===== config.mk =====
export PLATFORM = sky130hd
export DESIGN_NAME = tfscr_regs
export DESIGN_NICKNAME = d
export VERILOG_FILES = /design/src/tfscr_pkg.sv /design/src/tfscr_regs.sv /design/src/tfscr_step_div.sv /design/src/tfscr_level_seq.sv
export SDC_FILE = /design/constraint.sdc
export NUM_CORES = 1
export LEC_CHECK = 0
export BUFFER_PORTS_ARGS = -buffer_cell sky130_fd_sc_hd__clkbuf_2
export CORE_MARGIN = 2
export CORE_UTILIZATION = 35
export CTS_CLUSTER_SIZE = 16
export DETAILED_ROUTE_END_ITERATION = 10
export PLACE_DENSITY_LB_ADDON = 0.1
export SYNTH_ARGS = -nofsm -noshare
export SYNTH_HDL_FRONTEND = slang
export SYNTH_HIERARCHICAL = 1
export SYNTH_SLANG_ARGS = --single-unit

===== constraint.sdc =====
create_clock -name clock -period 5.86 [get_ports clock]
set_input_delay 0.879 -clock clock [delete_from_list [all_inputs] [get_ports clock]]
set_output_delay 0.879 -clock clock [all_outputs]
set_load 0.02 [all_outputs]

===== src/tfscr_pkg.sv =====
// Constants for the transmit front end and synthesizer calibration registers.
package tfscr_pkg;
   // ****************************************************************
   // Register offsets.
   // ****************************************************************
   localparam logic [5:0] TFSCR_OFS_FRONT_END = 6'h22;
   localparam logic [5:0] TFSCR_OFS_CAL_PUMP  = 6'h23;
   localparam logic [5:0] TFSCR_OFS_CAL_OSC   = 6'h24;
   // ****************************************************************
   // Field positions and widths.
   // ****************************************************************
   localparam int TFSCR_PLI_LSB   = 0;
   localparam int TFSCR_PLI_W     = 3;
   localparam int TFSCR_LOB_LSB   = 4;
   localparam int TFSCR_LOB_W     = 2;
   localparam int TFSCR_PCUR_LSB  = 0;
   localparam int TFSCR_PCUR_W    = 4;
   localparam int TFSCR_PEN_LSB   = 4;
   localparam int TFSCR_PEN_W     = 2;
   localparam int TFSCR_PCFG_LSB  = 6;
   localparam int TFSCR_PCFG_W    = 2;
   localparam int TFSCR_OCUR_LSB  = 0;
   localparam int TFSCR_OCUR_W    = 6;
   localparam int TFSCR_CORE_BIT  = 5;
   localparam int TFSCR_TABLE_LEN = 8;
   // ****************************************************************
   // Reset values and writable masks.
   // ****************************************************************
   localparam logic [1:0] TFSCR_RST_LOB  = 2'h1;
   localparam logic [2:0] TFSCR_RST_PLI  = 3'h0;
   localparam logic [1:0] TFSCR_RST_PCFG = 2'h2;
   localparam logic [1:0] TFSCR_RST_PEN  = 2'h2;
   localparam logic [3:0] TFSCR_RST_PCUR = 4'h9;
   localparam logic [5:0] TFSCR_RST_OCUR = 6'h0A;
   localparam logic [7:0] TFSCR_MASK_FRONT_END = 8'h37;
   localparam logic [7:0] TFSCR_MASK_CAL_OSC   = 8'h3F;
   // ****************************************************************
   // Timing of the output level ramp.
   // ****************************************************************
   localparam int TFSCR_CLK_PERIOD_NS = 20;
   localparam int TFSCR_STEP_TIME_NS  = 1000;
   localparam int TFSCR_STEP_CYCLES   =
      (TFSCR_STEP_TIME_NS / TFSCR_CLK_PERIOD_NS < 1) ? 1 :
      TFSCR_STEP_TIME_NS / TFSCR_CLK_PERIOD_NS;
   localparam int TFSCR_STEP_CNT_W    = 6;
   typedef enum logic [1:0] {
      TFSCR_IDLE,
      TFSCR_RAMP,
      TFSCR_HOLD
   } tfscr_seq_type;
endpackage : tfscr_pkg


===== src/tfscr_regs.sv =====
// Front end and synthesizer calibration register bank with level ramping.
//
// Functional notes
// Three-bit index picks steady table entry.
// ASK one uses index, zero uses entry 0.
// Ramp entries zero to index at edges.
// Bits 5:4 set buffer drive, reset one.
// Pump enable zero skips pump stage; reset 2.
// Low nibble holds pump current, reset nine.
// Host writes calibration config before calibrating.
// Host-written calibration values used without recalibrating.
// Bit five selects high oscillator core.
// Low six bits hold oscillator current, reset ten.
// Unused bits read zero, ignore writes.
`timescale 1ns/10ps
module tfscr_regs
   import tfscr_pkg::*;
(
   input  wire logic       clock,
   input  wire logic       reset_n,
   input  wire logic [5:0] reg_addr,
   input  wire logic       reg_wr,
   input  wire logic [7:0] reg_wdata,
   input  wire logic       reg_rd,
   output logic [7:0]      reg_rdata,
   input  wire logic       cal_update,
   input  wire logic [3:0] cal_pump_result,
   input  wire logic [5:0] cal_osc_result,
   input  wire logic       tx_active,
   input  wire logic       ask_mode,
   input  wire logic       tx_symbol,
   output logic [2:0]      power_level_index,
   output logic [1:0]      lo_buffer_drive_setting,
   output logic [1:0]      pump_cal_config,
   output logic [1:0]      pump_cal_stage_enable,
   output logic            pump_cal_skip,
   output logic [3:0]      pump_current,
   output logic            oscillator_core_high_select,
   output logic [5:0]      oscillator_current,
   output logic [2:0]      table_index,
   output logic            ramp_busy
);
   // ****************************************************************
   // Register state.
   // ****************************************************************
   logic [2:0] pli_r;
   logic [2:0] pli_nxt;
   logic [1:0] lob_r;
   logic [1:0] lob_nxt;
   logic [1:0] pcfg_r;
   logic [1:0] pcfg_nxt;
   logic [1:0] pen_r;
   logic [1:0] pen_nxt;
   logic [3:0] pcur_r;
   logic [3:0] pcur_nxt;
   logic [5:0] ocur_r;
   logic [5:0] ocur_nxt;
   logic [7:0] rdata_r;
   logic [7:0] rdata_nxt;
   logic       wr_fe;
   logic       wr_pump;
   logic       wr_osc;
   logic       step;

   assign wr_fe   = reg_wr && (reg_addr == TFSCR_OFS_FRONT_END);
   assign wr_pump = reg_wr && (reg_addr == TFSCR_OFS_CAL_PUMP);
   assign wr_osc  = reg_wr && (reg_addr == TFSCR_OFS_CAL_OSC);

   // ****************************************************************
   // Next register values.
   // ****************************************************************
   // A host write in the same cycle as a calibration result wins only for the
   // register it writes; the result still replaces the other calibration value.
   always_comb begin
      pli_nxt  = pli_r;
      lob_nxt  = lob_r;
      pcfg_nxt = pcfg_r;
      pen_nxt  = pen_r;
      pcur_nxt = pcur_r;
      ocur_nxt = ocur_r;
      if (wr_fe) begin
         pli_nxt = reg_wdata[TFSCR_PLI_LSB +: TFSCR_PLI_W];
         lob_nxt = reg_wdata[TFSCR_LOB_LSB +: TFSCR_LOB_W];
      end
      if (cal_update) begin
         pcur_nxt = cal_pump_result;
         ocur_nxt = cal_osc_result;
      end
      if (wr_pump) begin
         pcfg_nxt = reg_wdata[TFSCR_PCFG_LSB +: TFSCR_PCFG_W];
         pen_nxt  = reg_wdata[TFSCR_PEN_LSB +: TFSCR_PEN_W];
         pcur_nxt = reg_wdata[TFSCR_PCUR_LSB +: TFSCR_PCUR_W];
      end
      if (wr_osc) begin
         ocur_nxt = reg_wdata[TFSCR_OCUR_LSB +: TFSCR_OCUR_W];
      end
   end

   // ****************************************************************
   // Read data.
   // ****************************************************************
   always_comb begin
      rdata_nxt = rdata_r;
      if (reg_rd) begin
         case (reg_addr)
            TFSCR_OFS_FRONT_END: begin
               rdata_nxt = {2'h0, lob_r, 1'b0, pli_r};
            end
            TFSCR_OFS_CAL_PUMP: begin
               rdata_nxt = {pcfg_r, pen_r, pcur_r};
            end
            TFSCR_OFS_CAL_OSC: begin
               rdata_nxt = {2'h0, ocur_r};
            end
            default: begin
               rdata_nxt = 8'h00;
            end
         endcase
      end
   end

   always_ff @(posedge clock or negedge reset_n) begin
      if (!reset_n) begin
         pli_r   <= TFSCR_RST_PLI;
         lob_r   <= TFSCR_RST_LOB;
         pcfg_r  <= TFSCR_RST_PCFG;
         pen_r   <= TFSCR_RST_PEN;
         pcur_r  <= TFSCR_RST_PCUR;
         ocur_r  <= TFSCR_RST_OCUR;
         rdata_r <= 8'h00;
      end else begin
         pli_r   <= pli_nxt;
         lob_r   <= lob_nxt;
         pcfg_r  <= pcfg_nxt;
         pen_r   <= pen_nxt;
         pcur_r  <= pcur_nxt;
         ocur_r  <= ocur_nxt;
         rdata_r <= rdata_nxt;
      end
   end

   // ****************************************************************
   // Outputs toward the analog front end and calibration engine.
   // ****************************************************************
   assign reg_rdata                   = rdata_r;
   assign power_level_index           = pli_r;
   assign lo_buffer_drive_setting     = lob_r;
   assign pump_cal_config             = pcfg_r;
   assign pump_cal_stage_enable       = pen_r;
   assign pump_cal_skip               = (pen_r == 2'h0);
   assign pump_current                = pcur_r;
   // The core select shares bit five with the current result.
   assign oscillator_core_high_select = ocur_r[TFSCR_CORE_BIT];
   assign oscillator_current          = ocur_r;

   // ****************************************************************
   // Output level ramp.
   // ****************************************************************
   // The pacer only runs while there is somewhere to go or a frame.
   tfscr_step_div u_step_div (
      .clock   (clock),
      .reset_n (reset_n),
      .run     (tx_active || (table_index != 3'h0)),
      .step    (step)
   );

   tfscr_level_seq u_level_seq (
      .clock             (clock),
      .reset_n           (reset_n),
      .step              (step),
      .tx_active         (tx_active),
      .ask_mode          (ask_mode),
      .tx_symbol         (tx_symbol),
      .power_level_index (pli_r),
      .table_index       (table_index),
      .ramp_busy         (ramp_busy)
   );

   // ****************************************************************
   // Checks.
   // ****************************************************************
   chk_index_write: assert property (
      @(posedge clock) disable iff (!reset_n)
      wr_fe |=> power_level_index == $past(reg_wdata[2:0]))
      else $error("power level index not taken from write");

   chk_index_hold: assert property (
      @(posedge clock) disable iff (!reset_n)
      !wr_fe |=> $stable(power_level_index))
      else $error("power level index changed without a write");

   chk_drive_write: assert property (
      @(posedge clock) disable iff (!reset_n)
      wr_fe |=> lo_buffer_drive_setting == $past(reg_wdata[5:4]))
      else $error("buffer drive not taken from write");

   chk_drive_hold: assert property (
      @(posedge clock) disable iff (!reset_n)
      !wr_fe |=> $stable(lo_buffer_drive_setting))
      else $error("buffer drive changed without a write");

   chk_pump_skip: assert property (
      @(posedge clock) disable iff (!reset_n)
      (wr_pump && reg_wdata[5:4] == 2'h0) |=> pump_cal_skip)
      else $error("pump stage not skipped after zero enable");

   chk_enable_write: assert property (
      @(posedge clock) disable iff (!reset_n)
      wr_pump |=> pump_cal_stage_enable == $past(reg_wdata[5:4]))
      else $error("pump stage enable not taken from write");

   chk_skip_decode: assert property (
      @(posedge clock) disable iff (!reset_n)
      pump_cal_skip == (pump_cal_stage_enable == 2'h0))
      else $error("pump skip does not match stage enable");

   chk_pump_result: assert property (
      @(posedge clock) disable iff (!reset_n)
      (cal_update && !wr_pump) |=> pump_current == $past(cal_pump_result))
      else $error("pump result not stored");

   chk_pump_write: assert property (
      @(posedge clock) disable iff (!reset_n)
      wr_pump |=> pump_current == $past(reg_wdata[3:0]))
      else $error("pump current not taken from write");

   chk_config_write: assert property (
      @(posedge clock) disable iff (!reset_n)
      wr_pump |=> pump_cal_config == $past(reg_wdata[7:6]))
      else $error("calibration config not taken from write");

   chk_config_hold: assert property (
      @(posedge clock) disable iff (!reset_n)
      !wr_pump |=> $stable(pump_cal_config))
      else $error("calibration config changed without a write");

   chk_hop_restore: assert property (
      @(posedge clock) disable iff (!reset_n)
      (wr_osc && !cal_update) ##1 (!wr_osc && !cal_update)[*3]
      |-> oscillator_current == $past(reg_wdata[5:0], 3))
      else $error("restored oscillator value not held");

   chk_osc_write: assert property (
      @(posedge clock) disable iff (!reset_n)
      wr_osc |=> oscillator_current == $past(reg_wdata[5:0]))
      else $error("oscillator current not taken from write");

   chk_osc_result: assert property (
      @(posedge clock) disable iff (!reset_n)
      (cal_update && !wr_osc)
      |=> oscillator_current == $past(cal_osc_result))
      else $error("oscillator result not stored");

   chk_core_select: assert property (
      @(posedge clock) disable iff (!reset_n)
      wr_osc |=> oscillator_core_high_select == $past(reg_wdata[5]))
      else $error("core select does not follow bit five");

   chk_unused_zero: assert property (
      @(posedge clock) disable iff (!reset_n)
      (reg_rd && reg_addr == TFSCR_OFS_FRONT_END)
      |=> reg_rdata[7:6] == 2'h0 && reg_rdata[3] == 1'b0)
      else $error("unused front end bits read nonzero");

   chk_front_read: assert property (
      @(posedge clock) disable iff (!reset_n)
      (reg_rd && reg_addr == TFSCR_OFS_FRONT_END)
      |=> reg_rdata == {2'h0, $past(lob_r), 1'b0, $past(pli_r)})
      else $error("front end register read back wrong");

   chk_pump_read: assert property (
      @(posedge clock) disable iff (!reset_n)
      (reg_rd && reg_addr == TFSCR_OFS_CAL_PUMP)
      |=> reg_rdata == {$past(pcfg_r), $past(pen_r), $past(pcur_r)})
      else $error("pump register read back wrong");

   chk_osc_unused: assert property (
      @(posedge clock) disable iff (!reset_n)
      (reg_rd && reg_addr == TFSCR_OFS_CAL_OSC)
      |=> reg_rdata == {2'h0, $past(ocur_r)})
      else $error("oscillator register read back wrong");

   chk_unmapped_read: assert property (
      @(posedge clock) disable iff (!reset_n)
      (reg_rd && reg_addr != TFSCR_OFS_FRONT_END
       && reg_addr != TFSCR_OFS_CAL_PUMP && reg_addr != TFSCR_OFS_CAL_OSC)
      |=> reg_rdata == 8'h00)
      else $error("unmapped offset read nonzero");

   chk_hold_quiet: assert property (
      @(posedge clock) disable iff (!reset_n)
      (!reg_wr && !cal_update) |=> $stable(pcur_r) && $stable(ocur_r))
      else $error("calibration value changed with no cause");

   // ****************************************************************
   // Checks on the output level ramp.
   // ****************************************************************
   chk_ramp_down: assert property (
      @(posedge clock) disable iff (!reset_n)
      (step && !tx_active && table_index != 3'h0)
      |=> table_index == $past(table_index) - 3'h1)
      else $error("ramp down did not drop one entry");

   chk_ask_one: assert property (
      @(posedge clock) disable iff (!reset_n)
      (step && tx_active && ask_mode && tx_symbol
       && table_index < power_level_index)
      |=> table_index == $past(table_index) + 3'h1)
      else $error("ASK one symbol did not walk toward index");

   chk_idle_floor: assert property (
      @(posedge clock) disable iff (!reset_n)
      (!tx_active && table_index == 3'h0) |=> table_index == 3'h0)
      else $error("table index left entry zero while idle");
endmodule : tfscr_regs


===== src/tfscr_step_div.sv =====
// Divider giving the one-cycle enable pulse that paces the level ramp.
`timescale 1ns/10ps
module tfscr_step_div
   import tfscr_pkg::*;
(
   input  wire logic clock,
   input  wire logic reset_n,
   input  wire logic run,
   output logic      step
);
   logic [TFSCR_STEP_CNT_W-1:0] cnt_r;
   logic [TFSCR_STEP_CNT_W-1:0] cnt_nxt;
   logic                        step_r;
   logic                        step_nxt;
   localparam logic [TFSCR_STEP_CNT_W-1:0] LAST =
      TFSCR_STEP_CNT_W'(TFSCR_STEP_CYCLES - 1);

   // Counting restarts when idle so the first step is a full period late.
   always_comb begin
      cnt_nxt  = cnt_r;
      step_nxt = 1'b0;
      if (!run) begin
         cnt_nxt = '0;
      end else if (cnt_r == LAST) begin
         cnt_nxt  = '0;
         step_nxt = 1'b1;
      end else begin
         cnt_nxt = cnt_r + 1'b1;
      end
   end

   always_ff @(posedge clock or negedge reset_n) begin
      if (!reset_n) begin
         cnt_r  <= '0;
         step_r <= 1'b0;
      end else begin
         cnt_r  <= cnt_nxt;
         step_r <= step_nxt;
      end
   end

   assign step = step_r;

   chk_step_period: assert property (@(posedge clock) disable iff (!reset_n)
      step |-> !$past(step))
      else $error("step pulse lasted more than one cycle");
endmodule : tfscr_step_div


===== src/tfscr_level_seq.sv =====
// Walks the output level table index toward its target one step at a time.
`timescale 1ns/10ps
module tfscr_level_seq
   import tfscr_pkg::*;
(
   input  wire logic             clock,
   input  wire logic             reset_n,
   input  wire logic             step,
   input  wire logic             tx_active,
   input  wire logic             ask_mode,
   input  wire logic             tx_symbol,
   input  wire logic [2:0]       power_level_index,
   output logic [2:0]            table_index,
   output logic                  ramp_busy
);
   tfscr_seq_type state_r;
   tfscr_seq_type state_nxt;
   logic [2:0]    idx_r;
   logic [2:0]    idx_nxt;
   logic [2:0]    target;

   // ASK zero symbols and the end of a frame both head for entry zero.
   always_comb begin
      target = 3'h0;
      if (tx_active && (!ask_mode || tx_symbol)) begin
         target = power_level_index;
      end
   end

   always_comb begin
      idx_nxt   = idx_r;
      state_nxt = state_r;
      if (step) begin
         if (idx_r < target) begin
            idx_nxt = idx_r + 3'h1;
         end else if (idx_r > target) begin
            idx_nxt = idx_r - 3'h1;
         end
      end
      case (state_r)
         TFSCR_IDLE: begin
            if (tx_active) begin
               state_nxt = TFSCR_RAMP;
            end
         end
         TFSCR_RAMP: begin
            if (idx_nxt == target) begin
               state_nxt = tx_active ? TFSCR_HOLD : TFSCR_IDLE;
            end
         end
         TFSCR_HOLD: begin
            if (idx_r != target) begin
               state_nxt = TFSCR_RAMP;
            end
         end
         default: begin
            state_nxt = TFSCR_IDLE;
         end
      endcase
   end

   always_ff @(posedge clock or negedge reset_n) begin
      if (!reset_n) begin
         idx_r   <= 3'h0;
         state_r <= TFSCR_IDLE;
      end else begin
         idx_r   <= idx_nxt;
         state_r <= state_nxt;
      end
   end

   assign table_index = idx_r;
   assign ramp_busy   = (state_r == TFSCR_RAMP);

   chk_ask_zero: assert property (
      @(posedge clock) disable iff (!reset_n)
      (step && tx_active && ask_mode && !tx_symbol && idx_r != 3'h0)
      |=> idx_r == $past(idx_r) - 3'h1)
      else $error("ASK zero symbol did not walk toward entry zero");
   chk_ramp_one: assert property (
      @(posedge clock) disable iff (!reset_n)
      !step |=> idx_r == $past(idx_r))
      else $error("table index moved without a step pulse");
   chk_ramp_up: assert property (
      @(posedge clock) disable iff (!reset_n)
      (step && tx_active && !ask_mode && idx_r < power_level_index)
      |=> idx_r == $past(idx_r) + 3'h1)
      else $error("ramp up did not advance one entry");
endmodule : tfscr_level_seq


==> results list, run 1 <==
* Hold Worst Slack: 0.5173 ns
- The total overflow left after global routing is 0.
- Data required time of the critical path: 6.05 ns
- Worst-path cell chain: clkbuf_2 > inv_1 > o21a_1 > nand2_1 > ha_1 > nor2b_4 > o311a_4 > a2111oi_4 > xnor2_1 > nand4_1 > o311a_1
* Largest net degree at the start of global routing: 40
* CP max stage cell: a2111oi_4
* Synthesized netlist cell count: 188
- Final total negative setup slack: 0 ns
* Biggest area contributors in the synthesized netlist: dfrtp_1 37%, mux2_2 18%, dfstp_2 8.5%, ha_1 4.0%, nand3_1 3.5%
- Fmax: 0.3785 GHz
* Die Footprint: 6829 um^2
- The first detailed-routing pass took 4 iterations.
- After layout, the worst path uses 45.09% of the clock period.
- Once placement finished, the instance area stood at 2540 um^2.
* Actual transition at the worst max-transition pin: 0.9745 ns
- Top cell type's share of synthesized area: 36.99%
* Worst Hold Path EP: reg_rdata[7]$_DFFE_PN0P_
* Source of the worst hold timing path: pump_cal_config[1]$_DFFE_PN1P_
- Final hold violations: 0
- The initial utilization of the core area, before any placement, comes to 36.34%.
* Yosys reg bits: 39
- In this run, post-CTS hold repair placed 0 buffers.
- After detailed routing, the wire length on met1 is 2423 um.
- The routed layout has 1665 vias.
* Fraction of synthesis flops using an asynchronous set or reset pin: 100.0%
* Class of the worst hold path: reg -> reg
- Worst flop-to-flop path endpoint: u_level_seq/state_r[0]$_DFFE_PN0P_
- Count of cells resized by post-cts repair: 0
- CTS Root Buffer Type: clkbuf_8
- Clock network latency to the later pin of the worst-skew pair: 0.29 ns
* TritonCTS clock tree: built
- From bottom edge to top edge, the die measures 82.64 um.
* Run status: complete, no violations
- Worst-path maximum fanout: 4
* Net Count, Synth: 227
- Total met3 wirelength after detailed routing: 283 um
* RSZ-0062 raised after global routing: false
* Minimum clock period after layout: 2.642 ns
- Simple-gate share of the synthesized area: 15.95%
- Detailed routing placed a total of 2218 um of wire on met2.
* Number of port buffers: 64
- Slowest cell delay on critical path: 0.36 ns
- The biggest area contributor in the post-synthesis netlist is dfrtp_1.
- The number of antenna diodes in the final layout is 0.
* Portion of netlist area occupied by mux cells: 18.15%
* Final setup violation count: 0
- GRT Total Usage: 16.01%
* CP Launch Type: primary input
- Routed Antenna Nets: 0
- Power per cell area: 346.8 nW/um^2
- Of the synthesized area, sequential elements account for 45.49%.
- Iteration-0 DRC Markers: 46
- The detailed router used layers up to and including met4.
- Total non-filler cell area in the finished layout: 2653 um^2
- For the worst flop-to-flop path, the logic depth is 8.
* Fraction of layout cells with a size suffix above 1: 49.01%
- The total area inside the core boundary comes to 5956 um^2.
- CTS Sinks: 39
* Via density per instance: 5.076
- Number of global-route vias before repair: 1587
* Dominant combinational cell family by area after synthesis: multiplexers
- Post CTS Setup Buffer Count: 0
- Count of synthesis-stage warnings from yosys: 6
- Data on the critical path arrives at its endpoint at 2.83 ns.
- The synthesized netlist devotes 8.902% of its cell area to compound gates.
- Number of antenna violations at the first check in global routing: 0
- Critical path buffer and inverter count: 2
- Pins over their slew limit: 0
* Number of unique standard cell types used by synthesis: 45
- Compared with the post-synthesis result, the final layout area differs by 22.54%.
- Summed over all cells, the static leakage comes to 1.235 nW.
* Per-cell routed wire length: 15.22 um
* Combined area of all synthesized cells: 2165 um^2
- Estimated wirelength of the detail-placed design: 3660 um
* Post-synthesis xor/xnor area fraction: 3.584%
- Counting along the longest clock path gives a buffer depth of 2.
* Number of enable flip-flop cells after synthesis: 0
* Final GP Congestion: 0.8287
- Deepest level of the CTS H-tree: 2
- Standard-cell row count: 28
- Post-Route Utilization: 44.54%
- Flop2flop setup slack: 3.61 ns
- Averaged over all synthesized cells, the footprint is 11.51 um^2.
- Among cell families on the critical path, the largest total delay comes from compound AO/OA/AOI/OAI gates.
- In this run the horizontal extent of the chip is 82.64 um.
- The critical path in this run is classified as in -> reg.
- Dominant synthesized flop cell: dfrtp_1
- STA classifies the critical path endpoint as a register.
- Clock transition at the registers of the reported paths: 0.08 ns
* Number of buffers created by CTS: 5
- Worst clock skew: 0.005752 ns
- Along the worst hold path, the cell count comes to 2.
- After Yosys synthesis, full adders, half adders and majority gates account for 4.046% of the synthesized area.
* Start of the worst register-to-register path: u_level_seq/table_index[0]$_DFF_PN0_
* Largest vdd supply drop: 136.0 uV
* # nets final: 291
- Number of I/O pins: 65
- Overall power consumption after layout is estimated at 920.0 uW.
- Measured against its own limit, the worst slew margin works out to 35.03%.
- Remaining DRCs: 0
* Total of max-cap violations: 0
- First-pass GRT wire length: 8066 um
- Detailed-route wire length: 4991 um
## synth_stat cells (all sizes together), types with 3 or more instances
cell and count:
a31oi 5, buf 4, clkbuf 3, dfrtp 32, dfstp 7, ha 7
inv 12, mux2 34, nand2 9, nand3 17, nor2 12, nor2b 3
o21ai 4, o22ai 3, xnor2 4, xor2 4
## per-layer routing
metal / vias to the layer above / GRT usage, %
li1: 807 / -
met1: 805 / 22.40
met2: 46 / 24.27
met3: 7 / 3.804
met4: 0 / 5.410
met5: - / 0
## cell families (layout without fill, tap and decap cells)
kind of cell	Yosys count	count (layout)
simple gates	57	57
flops	39	39
mux	35	35
compound gates	23	23
buf+inv	19	84
xor+xnor	8	8
fa+ha+maj	7	7
## cell type report
type	instances	area (um^2)
clock inverter	3	43.79
timing repair buffer	64	320.3
fill	604	3303
sequential	39	984.7
clock buffer	5	68.82
multi-input combinational	130	1096
tap	75	93.84
inverter	12	45.04
## layout by cell type, fill, tap and decap left out, types with 2 or more instances in the layout
master and instances:
nor2_1 12, clkbuf_2 64, o21ai_1 2, a31oi_1 5
xor2_1 4, inv_1 12, o21ai_0 2, a211oi_1 2
dfrtp_1 32, o22ai_1 3, nand2b_1 2, ha_1 7
nand3b_1 2, xnor2_1 3, mux2_2 34, nor3b_4 2
nand3_2 2, nor2b_1 2, dfstp_2 7, nand2_1 9
nand3_1 15, clkbuf_8 5
## power breakdown
| part | switching, mW | internal [mW] |
|---|---|---|
| registers | 0.0601 | 0.325 |
| clock network | 0.101 | 0.127 |
| logic | 0.165 | 0.142 |
| total | 0.326 | 0.594 |
## flip-flops by register name (all words and copies together) (netlist names), 2 cells and up
signal / flops
lo_buffer_drive_setting: 2
oscillator_current: 6
power_level_index: 3
pump_cal_config: 2
pump_cal_stage_enable: 2
pump_current: 4
reg_rdata: 8
u_level_seq/state_r: 2
u_level_seq/table_index: 3
u_step_div/cnt_r: 6
## worst max-delay path by stage
stage                                               endpoint      from  slack [ns]  cells past startpoint
final                     u_level_seq/state_r[0]$_DFFE_PN0P_  ask_mode        3.22                     11
after global routing      u_level_seq/state_r[1]$_DFFE_PN0P_  ask_mode        3.05                     11
after CTS                 u_level_seq/state_r[0]$_DFFE_PN0P_  ask_mode        3.22                     12
after detailed placement  u_level_seq/state_r[0]$_DFFE_PN0P_  ask_mode        2.89                     12
after global placement    u_level_seq/state_r[0]$_DFFE_PN0P_  ask_mode        2.92                     11
after floorplan           u_level_seq/state_r[0]$_DFFE_PN0P_  ask_mode        3.10                     10
## per-stage QoR
step                      std cells  worst slack [ns]
after floorplan                 188             3.103
after global placement          320             2.920
after detailed placement        320             2.894
after CTS                       328             3.222
after global routing            328             3.049
final                           328             3.218
## worst min-delay path: stages, from the launching register on
cell and delay (ns):
dfstp_2 0.38, nand2_1 0.05, o22ai_1 0.05
Power figures use the tool's default switching activity.
==> run 2: changes to the inputs <==
--- a/config.mk
+++ b/config.mk
@@ -5,6 +5,7 @@
 export SDC_FILE = /design/constraint.sdc
 export NUM_CORES = 1
 export LEC_CHECK = 0
+export ABC_AREA = 1
 export BUFFER_PORTS_ARGS = -buffer_cell sky130_fd_sc_hd__clkbuf_2
 export CORE_MARGIN = 2
 export CORE_UTILIZATION = 35
==> constraint.sdc (replaced) <==
create_clock -name clock -period 2.4 [get_ports clock]
set_input_delay 0.36 -clock clock [delete_from_list [all_inputs] [get_ports clock]]
set_output_delay 0.36 -clock clock [all_outputs]
set_load 0.02 [all_outputs]
==> run 2 against run 1 <==
  * Area after synthesis up 2.0%
  * Count of clock-buffer cells in the layout up 1
  * Synthesized cell count up 51%
  * Clock power rose to 2.9 times the previous value
  * Wire length up 17%
  * Setup slack worse by 2.8 ns
  * First-iteration DRC count up 85%
  * Via count up 25%
  * Utilization up 0.85 points
  * Global-route usage up 1.7 points
  * Critical path type unchanged
  * Critical endpoint unchanged
==> results list, run 2 <==
* Count of synthesis-stage warnings from yosys: 6
- Fmax: 0.5150 GHz
- Antenna cell count: 0
- The number of nets handed over by synthesis was 323.
- Total power consumption of the routed design: 2.307 mW
- Remaining DRCs: 0
- Iteration-0 DRC Markers: 85
- Detailed-route wire length: 5836 um
- Total of max-cap violations: 0
- The register with the most flip-flops in the layout has 8 of them.
- Final setup violation count: 0
- Static Leak: 1.504 nW
- After synthesis, flip-flops and latches occupy 44.59% of the total area.
- Routed via count: 2074
* Number of port buffers: 64
- Placed cell area: 2592 um^2
* Post CTS Setup Buffer Count: 0
* Area of the core: 6026 um^2
* Height of the die: 83.44 um
* Initial Util: 36.65%
* TritonCTS clock tree: built
- Data required time of the critical path: 2.60 ns
- At the pin with the least slew margin, the transition time is 0.4739 ns.
* # nets final: 390
- Biggest area contributors in the synthesized netlist: dfrtp_1 36%, nand3_1 14%, nand2_1 14%, dfstp_2 8.3%, inv_1 4.4%
- Final total negative setup slack: 0 ns
* CP Class: in -> reg
- Counting flops and latches in the post-synthesis netlist gives 39.
- First-pass GRT wire length: 9846 um
* Worst clock skew: 0.01529 ns
- Number of optimization iterations in the first detailed-route pass: 4
- Global routing used 17.68% of the available tracks across all layers.
* Met1 demand-to-capacity share in global routing: 25.68%
* Fraction of layout cells with a size suffix above 1: 28.41%
- Met3 layer usage reported by global route: 4.970%
* CTS Sinks: 39
- Once detail routing completed, the nets flagged for antenna violations numbered 0.
* Power per cell area: 843.5 nW/um^2
* Per-cell routed wire length: 13.67 um
- The clock tree synthesis step divided the H-tree into 2 levels.
- Slew HR: 68.29%
- STA classifies the critical path startpoint as a primary input.
* Class of the worst hold path: in -> reg
- After detailed routing, the number of vias per cell comes to 4.857.
- Run status: complete, no violations
- Averaged over all synthesized cells, the footprint is 7.776 um^2.
- Pins over their slew limit: 0
- Overflow left after global routing: 0
- RSZ-0062 raised after global routing: false
- Data on the critical path arrives at its endpoint at 2.14 ns.
- The finished cells cover 2735 um^2.
* Number of enable flip-flop cells after synthesis: 0
* Growth of design area from synthesis to finish: 23.85%
* Top cell types by occurrence after synthesis: 80 x nand2_1, 61 x nand3_1, 32 x dfrtp_1, 26 x inv_1, 13 x nand4_1
* Estimated wirelength of the detail-placed design: 4493 um
* Most common cell in the synthesized netlist: nand2_1
* Number of global-route vias before repair: 1957
- Combined area of all synthesized cells: 2208 um^2
- Number of I/O pins: 65
- Most used routing layer: met2
- Counting I/O delays and the setup requirement, the final critical path takes 1.942 ns.
- The library cell used most frequently in the layout, excluding fill and tap cells, is nand2_1.
* Global-route track usage on met2: 26.39%
* Dominant synthesized flop cell: dfrtp_1
* Die width: 83.44 um
* Worst-path maximum fanout: 4
* Most area-hungry cell type in the Yosys netlist: dfrtp_1
- Synthesis instantiated 29 different standard cells from the library.
* Fraction of synthesis flops using an asynchronous set or reset pin: 100.0%
* Top cell type's share of synthesized area: 36.26%
- VDD sags by at most 458.0 uV.
- Final hold violations: 0
- Final GP Congestion: 0.8224
- After layout, the worst path uses 80.90% of the clock period.
* Setup crit end kind: register
* Die Footprint: 6961 um^2
* Number of buffers created by CTS: 5
- Counting along the longest clock path gives a buffer depth of 2.
* CTS Root Buffer Type: clkbuf_8
- Clock network latency to the later pin of the worst-skew pair: 0.30 ns
- Synthesis produced a netlist whose cell count is 284.
- Clock-pin slew was measured on the worst setup and hold paths at 0.09 ns.
- Standard-cell row count: 28
- In the layout the commonest cells are 80 x nand2_1, 64 x clkbuf_2, 61 x nand3_1.
* Largest net degree at the start of global routing: 17
- Number of antenna violations at the first check in global routing: 0
run 2: layout make-up:
cell class                 count  area (um^2)
inverter                      31        116.4
tap                           75        93.84
multi-input combinational    206         1055
clock buffer                   6        72.57
clock inverter                 2        60.06
timing repair buffer          68        352.8
sequential                    39        984.7
fill                         624         3291
run 2: kinds of logic (layout without fill, tap and decap cells):
kind of cell,after synthesis,after routing,synth area share [%]
compound gates,13,13,3.513
xor+xnor,3,3,1.190
fa+ha+maj,7,7,3.966
buf+inv,39,107,7.648
flops,39,39,44.59
simple gates,183,183,39.09
run 2: layer usage:
metal / share of wire [%] / up-vias
met3: 5.2 / 4
met1: 49 / 944
met4: 0.38 / 0
li1: - / 1069
met2: 45 / 57
met5: 0 / -
run 2: stage by stage:
stage	utilization (%)	hold slack, ns	worst slack (ns)	cells
after floorplan	-	0.06441	0.4927	284
after detailed placement	43.02	0.2845	0.1535	418
after global placement	43.02	0.2886	0.2586	418
final	45.39	0.2562	0.4583	427
after global routing	45.39	0.2451	0.2364	427
after CTS	45.39	0.2481	0.4767	427
run 2: worst max-delay path, stage by stage:
cell and delay, ns:
clkbuf_2 0.10, inv_1 0.05, a21oi_1 0.21, nand2_1 0.14, ha_1 0.34, a21oi_2 0.21
nand2_2 0.10, nand2_1 0.09, nand4_1 0.11, nand2_1 0.12, nand2_1 0.05, nand2_1 0.08
nand3_1 0.08, nand2_1 0.06, nand2_1 0.05
run 2: where the power goes:
part | switching [mW] | internal, mW
clock | 0.244 | 0.416
sequential | 0.130 | 0.788
combinational | 0.456 | 0.273
run 2: what timing repair did:
item	4_1_cts	5_1_grt
endpoints found under the hold margin	11	0
gates resized for setup	0	0
hold buffers	1	0
run 2: path summary, 6_finish.rpt:
| kind | startpoint | endpoint | slack [ns] | cells after the start |
|---|---|---|---|---|
| max | tx_active | u_level_seq/state_r[0]$_DFFE_PN0P_ | 0.46 | 15 |
| min | reg_wdata[6] | pump_cal_config[0]$_DFFE_PN0P_ | 0.26 | 3 |
| max reg2reg | power_level_index[2]$_DFFE_PN0P_ | u_level_seq/state_r[0]$_DFFE_PN0P_ | 0.51 | 12 |
| min reg2reg | reg_rdata[4]$_DFFE_PN0P_ | reg_rdata[4]$_DFFE_PN0P_ | 0.48 | 2 |
| max in group asynchronous | reset_n | oscillator_current[1]$_DFFE_PN1P_ | 1.29 | 3 |
| min in group asynchronous | reset_n | u_step_div/cnt_r[5]$_DFF_PN0_ | 0.48 | 2 |
==> run 3: changes to the inputs <==
--- a/config.mk
+++ b/config.mk
@@ -5,7 +5,7 @@
 export SDC_FILE = /design/constraint.sdc
 export NUM_CORES = 1
 export LEC_CHECK = 0
-export ABC_AREA = 1
+export ABC_AREA = 0
 export BUFFER_PORTS_ARGS = -buffer_cell sky130_fd_sc_hd__clkbuf_2
 export CORE_MARGIN = 2
 export CORE_UTILIZATION = 35
==> constraint.sdc (replaced) <==
create_clock -name clock -period 1.8 [get_ports clock]
set_input_delay 0.27 -clock clock [delete_from_list [all_inputs] [get_ports clock]]
set_output_delay 0.27 -clock clock [all_outputs]
set_load 0.02 [all_outputs]
==> run 3 against run 2 <==
  * The run now ends with setup timing left
  * Total power is 35% higher
  * Global-route usage is 1.7 points lower
  * Die area is 1.9% lower
  * Sequential share of layout area is 1.4 points lower
  * Flip-flop and latch count stayed put
  * Critical path type is now reg -> reg
  * Setup slack worse by 0.75 ns
  * Utilization is 2.6 points higher
  * Combinational power is 70% higher
  * Critical endpoint unchanged
  * Cell count is 18% lower
  * Critical path depth is 7 lower
  * Largest cell class unchanged
==> results list, run 3 (same netlist as run 1, synthesis figures left out) <==
* Flop2flop setup slack: -0.29 ns
- Placed cell area: 2728 um^2
* Setup crit end kind: register
* Per-cell routed wire length: 14.51 um
- Overall power consumption after layout is estimated at 3.113 mW.
- Run status: finished with violations
- Timing would allow up to 0.4785 GHz.
- The number of antenna diodes in the final layout is 0.
- CTS max path bufs: 2
- Headroom to the max-slew limit came out at 66.66%.
* Clock transition at the registers of the reported paths: 0.08 ns
* Deepest level of the CTS H-tree: 2
- In this run the vertical extent of the chip is 82.64 um.
* Estimated wirelength of the detail-placed design: 3855 um
- Routability-driven placement finished with a final weighted congestion of 0.7581.
* CP Launch Type: register
- Number of buffers created by CTS: 5
- CTS placed an instance of clkbuf_8 at the clock tree root.
- The die covers 6829 um^2.
* Static Leak: 1.340 nW
- Between clock sinks in the finished design, the worst skew comes to 0.007965 ns.
* Routed Antenna Nets: 0
- Die width: 82.64 um
* Number of inserted filler cells in the final layout: 601
* Number of optimization iterations in the first detailed-route pass: 4
- Post-Route Utilization: 47.98%
- Count of placed standard cells in the final layout, fillers left out: 351
* Flip-flop count of the largest register, all copies and words added: 8
- In the routed design, unresolved DRC markers number 0.
* Minimum clock period after layout: 2.090 ns
- # nets final: 314
- The final critical path takes up 116.1% of the cycle.
- Power per cell area: 1089 nW/um^2
- Worst Slack Setup Final: -0.2897 ns
* Number of I/O pins: 65
* CTS Sinks: 39
- Buffers inserted to repair hold after CTS numbered 0.
* Initial Util: 36.34%
- Class of the worst hold path: in -> async
- GRT Total Usage: 16.01%
- Summed over all layers, the routed wires come to 5092 um.
- Number of port buffers: 64
* Placed Cells incl. Taps: 341
- CP Class: reg -> reg
- Via density per instance: 4.752
- Max-cap violations in this run came to 0.
- Worst-path maximum fanout: 4
- Entering global routing, the biggest net connects 40 pins.
- The hold violation count in the final report was 0.
- Final setup violation count: 3
- The first global-routing pass estimated 8010 um of wire.
- Final total negative setup slack: -0.5944 ns
* Pins over their slew limit: 0
- Most common library cell in the layout ignoring fill and taps: clkbuf_2
- Setup repair after global routing could not meet its margin everywhere.
- The total area inside the core boundary comes to 5956 um^2.
- Fraction of layout cells with a size suffix above 1: 56.52%
* TritonCTS clock tree: built
- Arr. time, crit path: 2.27 ns
- Detailed routing inserted a total of 1668 vias.
- At the later pin of the worst-skew pair, clock insertion delay measures 0.29 ns.
* Data required time of the critical path: 1.98 ns
- The checks that failed: setup timing.
* Standard-cell row count: 28
- For the pin with the worst max-slew slack, the measured transition is 0.5001 ns.
- Number of antenna violations at the first check in global routing: 0
- Overflow left after global routing: 0
- Relative to the synthesized area, the layout overhead comes to 32.02%.
- Most frequent cells in the layout: 64 x clkbuf_2, 34 x mux2_2, 28 x dfrtp_1
- Total non-filler cell area in the finished layout: 2858 um^2
- The number of global-route vias before repair is 1666.
- Iteration-0 DRC Markers: 49
- The worst-case IR drop observed on VDD is 514.2 uV.
run 3: worst paths after layout:
check                           cells past startpoint                              from                            endpoint
worst max register to register                      8  power_level_index[2]$_DFFE_PN0P_  u_level_seq/state_r[0]$_DFFE_PN0P_
worst min-delay path                                2                           reset_n         pump_current[1]$_DFFE_PN0P_
min in group clock                                  2                      reg_wdata[6]      pump_cal_config[0]$_DFFE_PN0P_
worst max-delay path                                8  power_level_index[2]$_DFFE_PN0P_  u_level_seq/state_r[0]$_DFFE_PN0P_
max in group asynchronous                           2                           reset_n    power_level_index[2]$_DFFE_PN0P_
worst min register to register                      1     u_step_div/cnt_r[0]$_DFF_PN0_       u_step_div/cnt_r[0]$_DFF_PN0_
run 3: report_power, final:
| part | leakage, nW | internal [mW] | total (mW) | switching [mW] |
|---|---|---|---|---|
| combinational | 0.826 | 0.607 | 1.24 | 0.630 |
| clock | 0.0505 | 0.349 | 0.663 | 0.314 |
| sequential | 0.464 | 1.06 | 1.21 | 0.150 |
run 3: metal layers:
metal,vias to the layer above,global-route usage [%],part of all wire [%]
met5,-,0,0
met4,0,6.557,1.8
met3,9,3.913,5.3
met2,45,23.71,45
met1,769,22.34,48
li1,845,-,-
run 3: layout make-up:
type | count | area (um^2) | area share (%)
inverters | 12 | 45.04 | 1.576
repair buffers | 87 | 496.7 | 17.38
well taps | 75 | 93.84 | 3.284
multi-input cells | 130 | 1129 | 39.49
clock buffers | 7 | 96.34 | 3.371
clock inverters | 1 | 7.507 | 0.2627
flip-flops and latches | 39 | 989.7 | 34.63
run 3: metrics by stage:
stage / worst slack [ns] / hold slack [ns]
2_1_floorplan: -0.2935 / -0.02559
3_3_place_gp: -0.4583 / 0.3658
3_5_place_dp: -0.4826 / 0.3647
4_1_cts: -0.3134 / 0.04295
5_1_grt: -0.4296 / 0.07713
6_report: -0.2897 / 0.02887
run 3: critical path, stage by stage (launching register included):
cell      delay [ns]
dfrtp_2         0.37
o211ai_1        0.11
ha_1            0.38
nand3b_1        0.13
and4_1          0.17
a2111o_1        0.44
xor2_2          0.16
nand4_1         0.09
o311a_1         0.13
run 3: timing repair:
action	in CTS	in global routing
cloned	0	0
buffers inserted	2	0
hold endpoints to repair	0	0
resized for setup	0	2
setup endpoints to repair	3	4
pin swaps	5	1
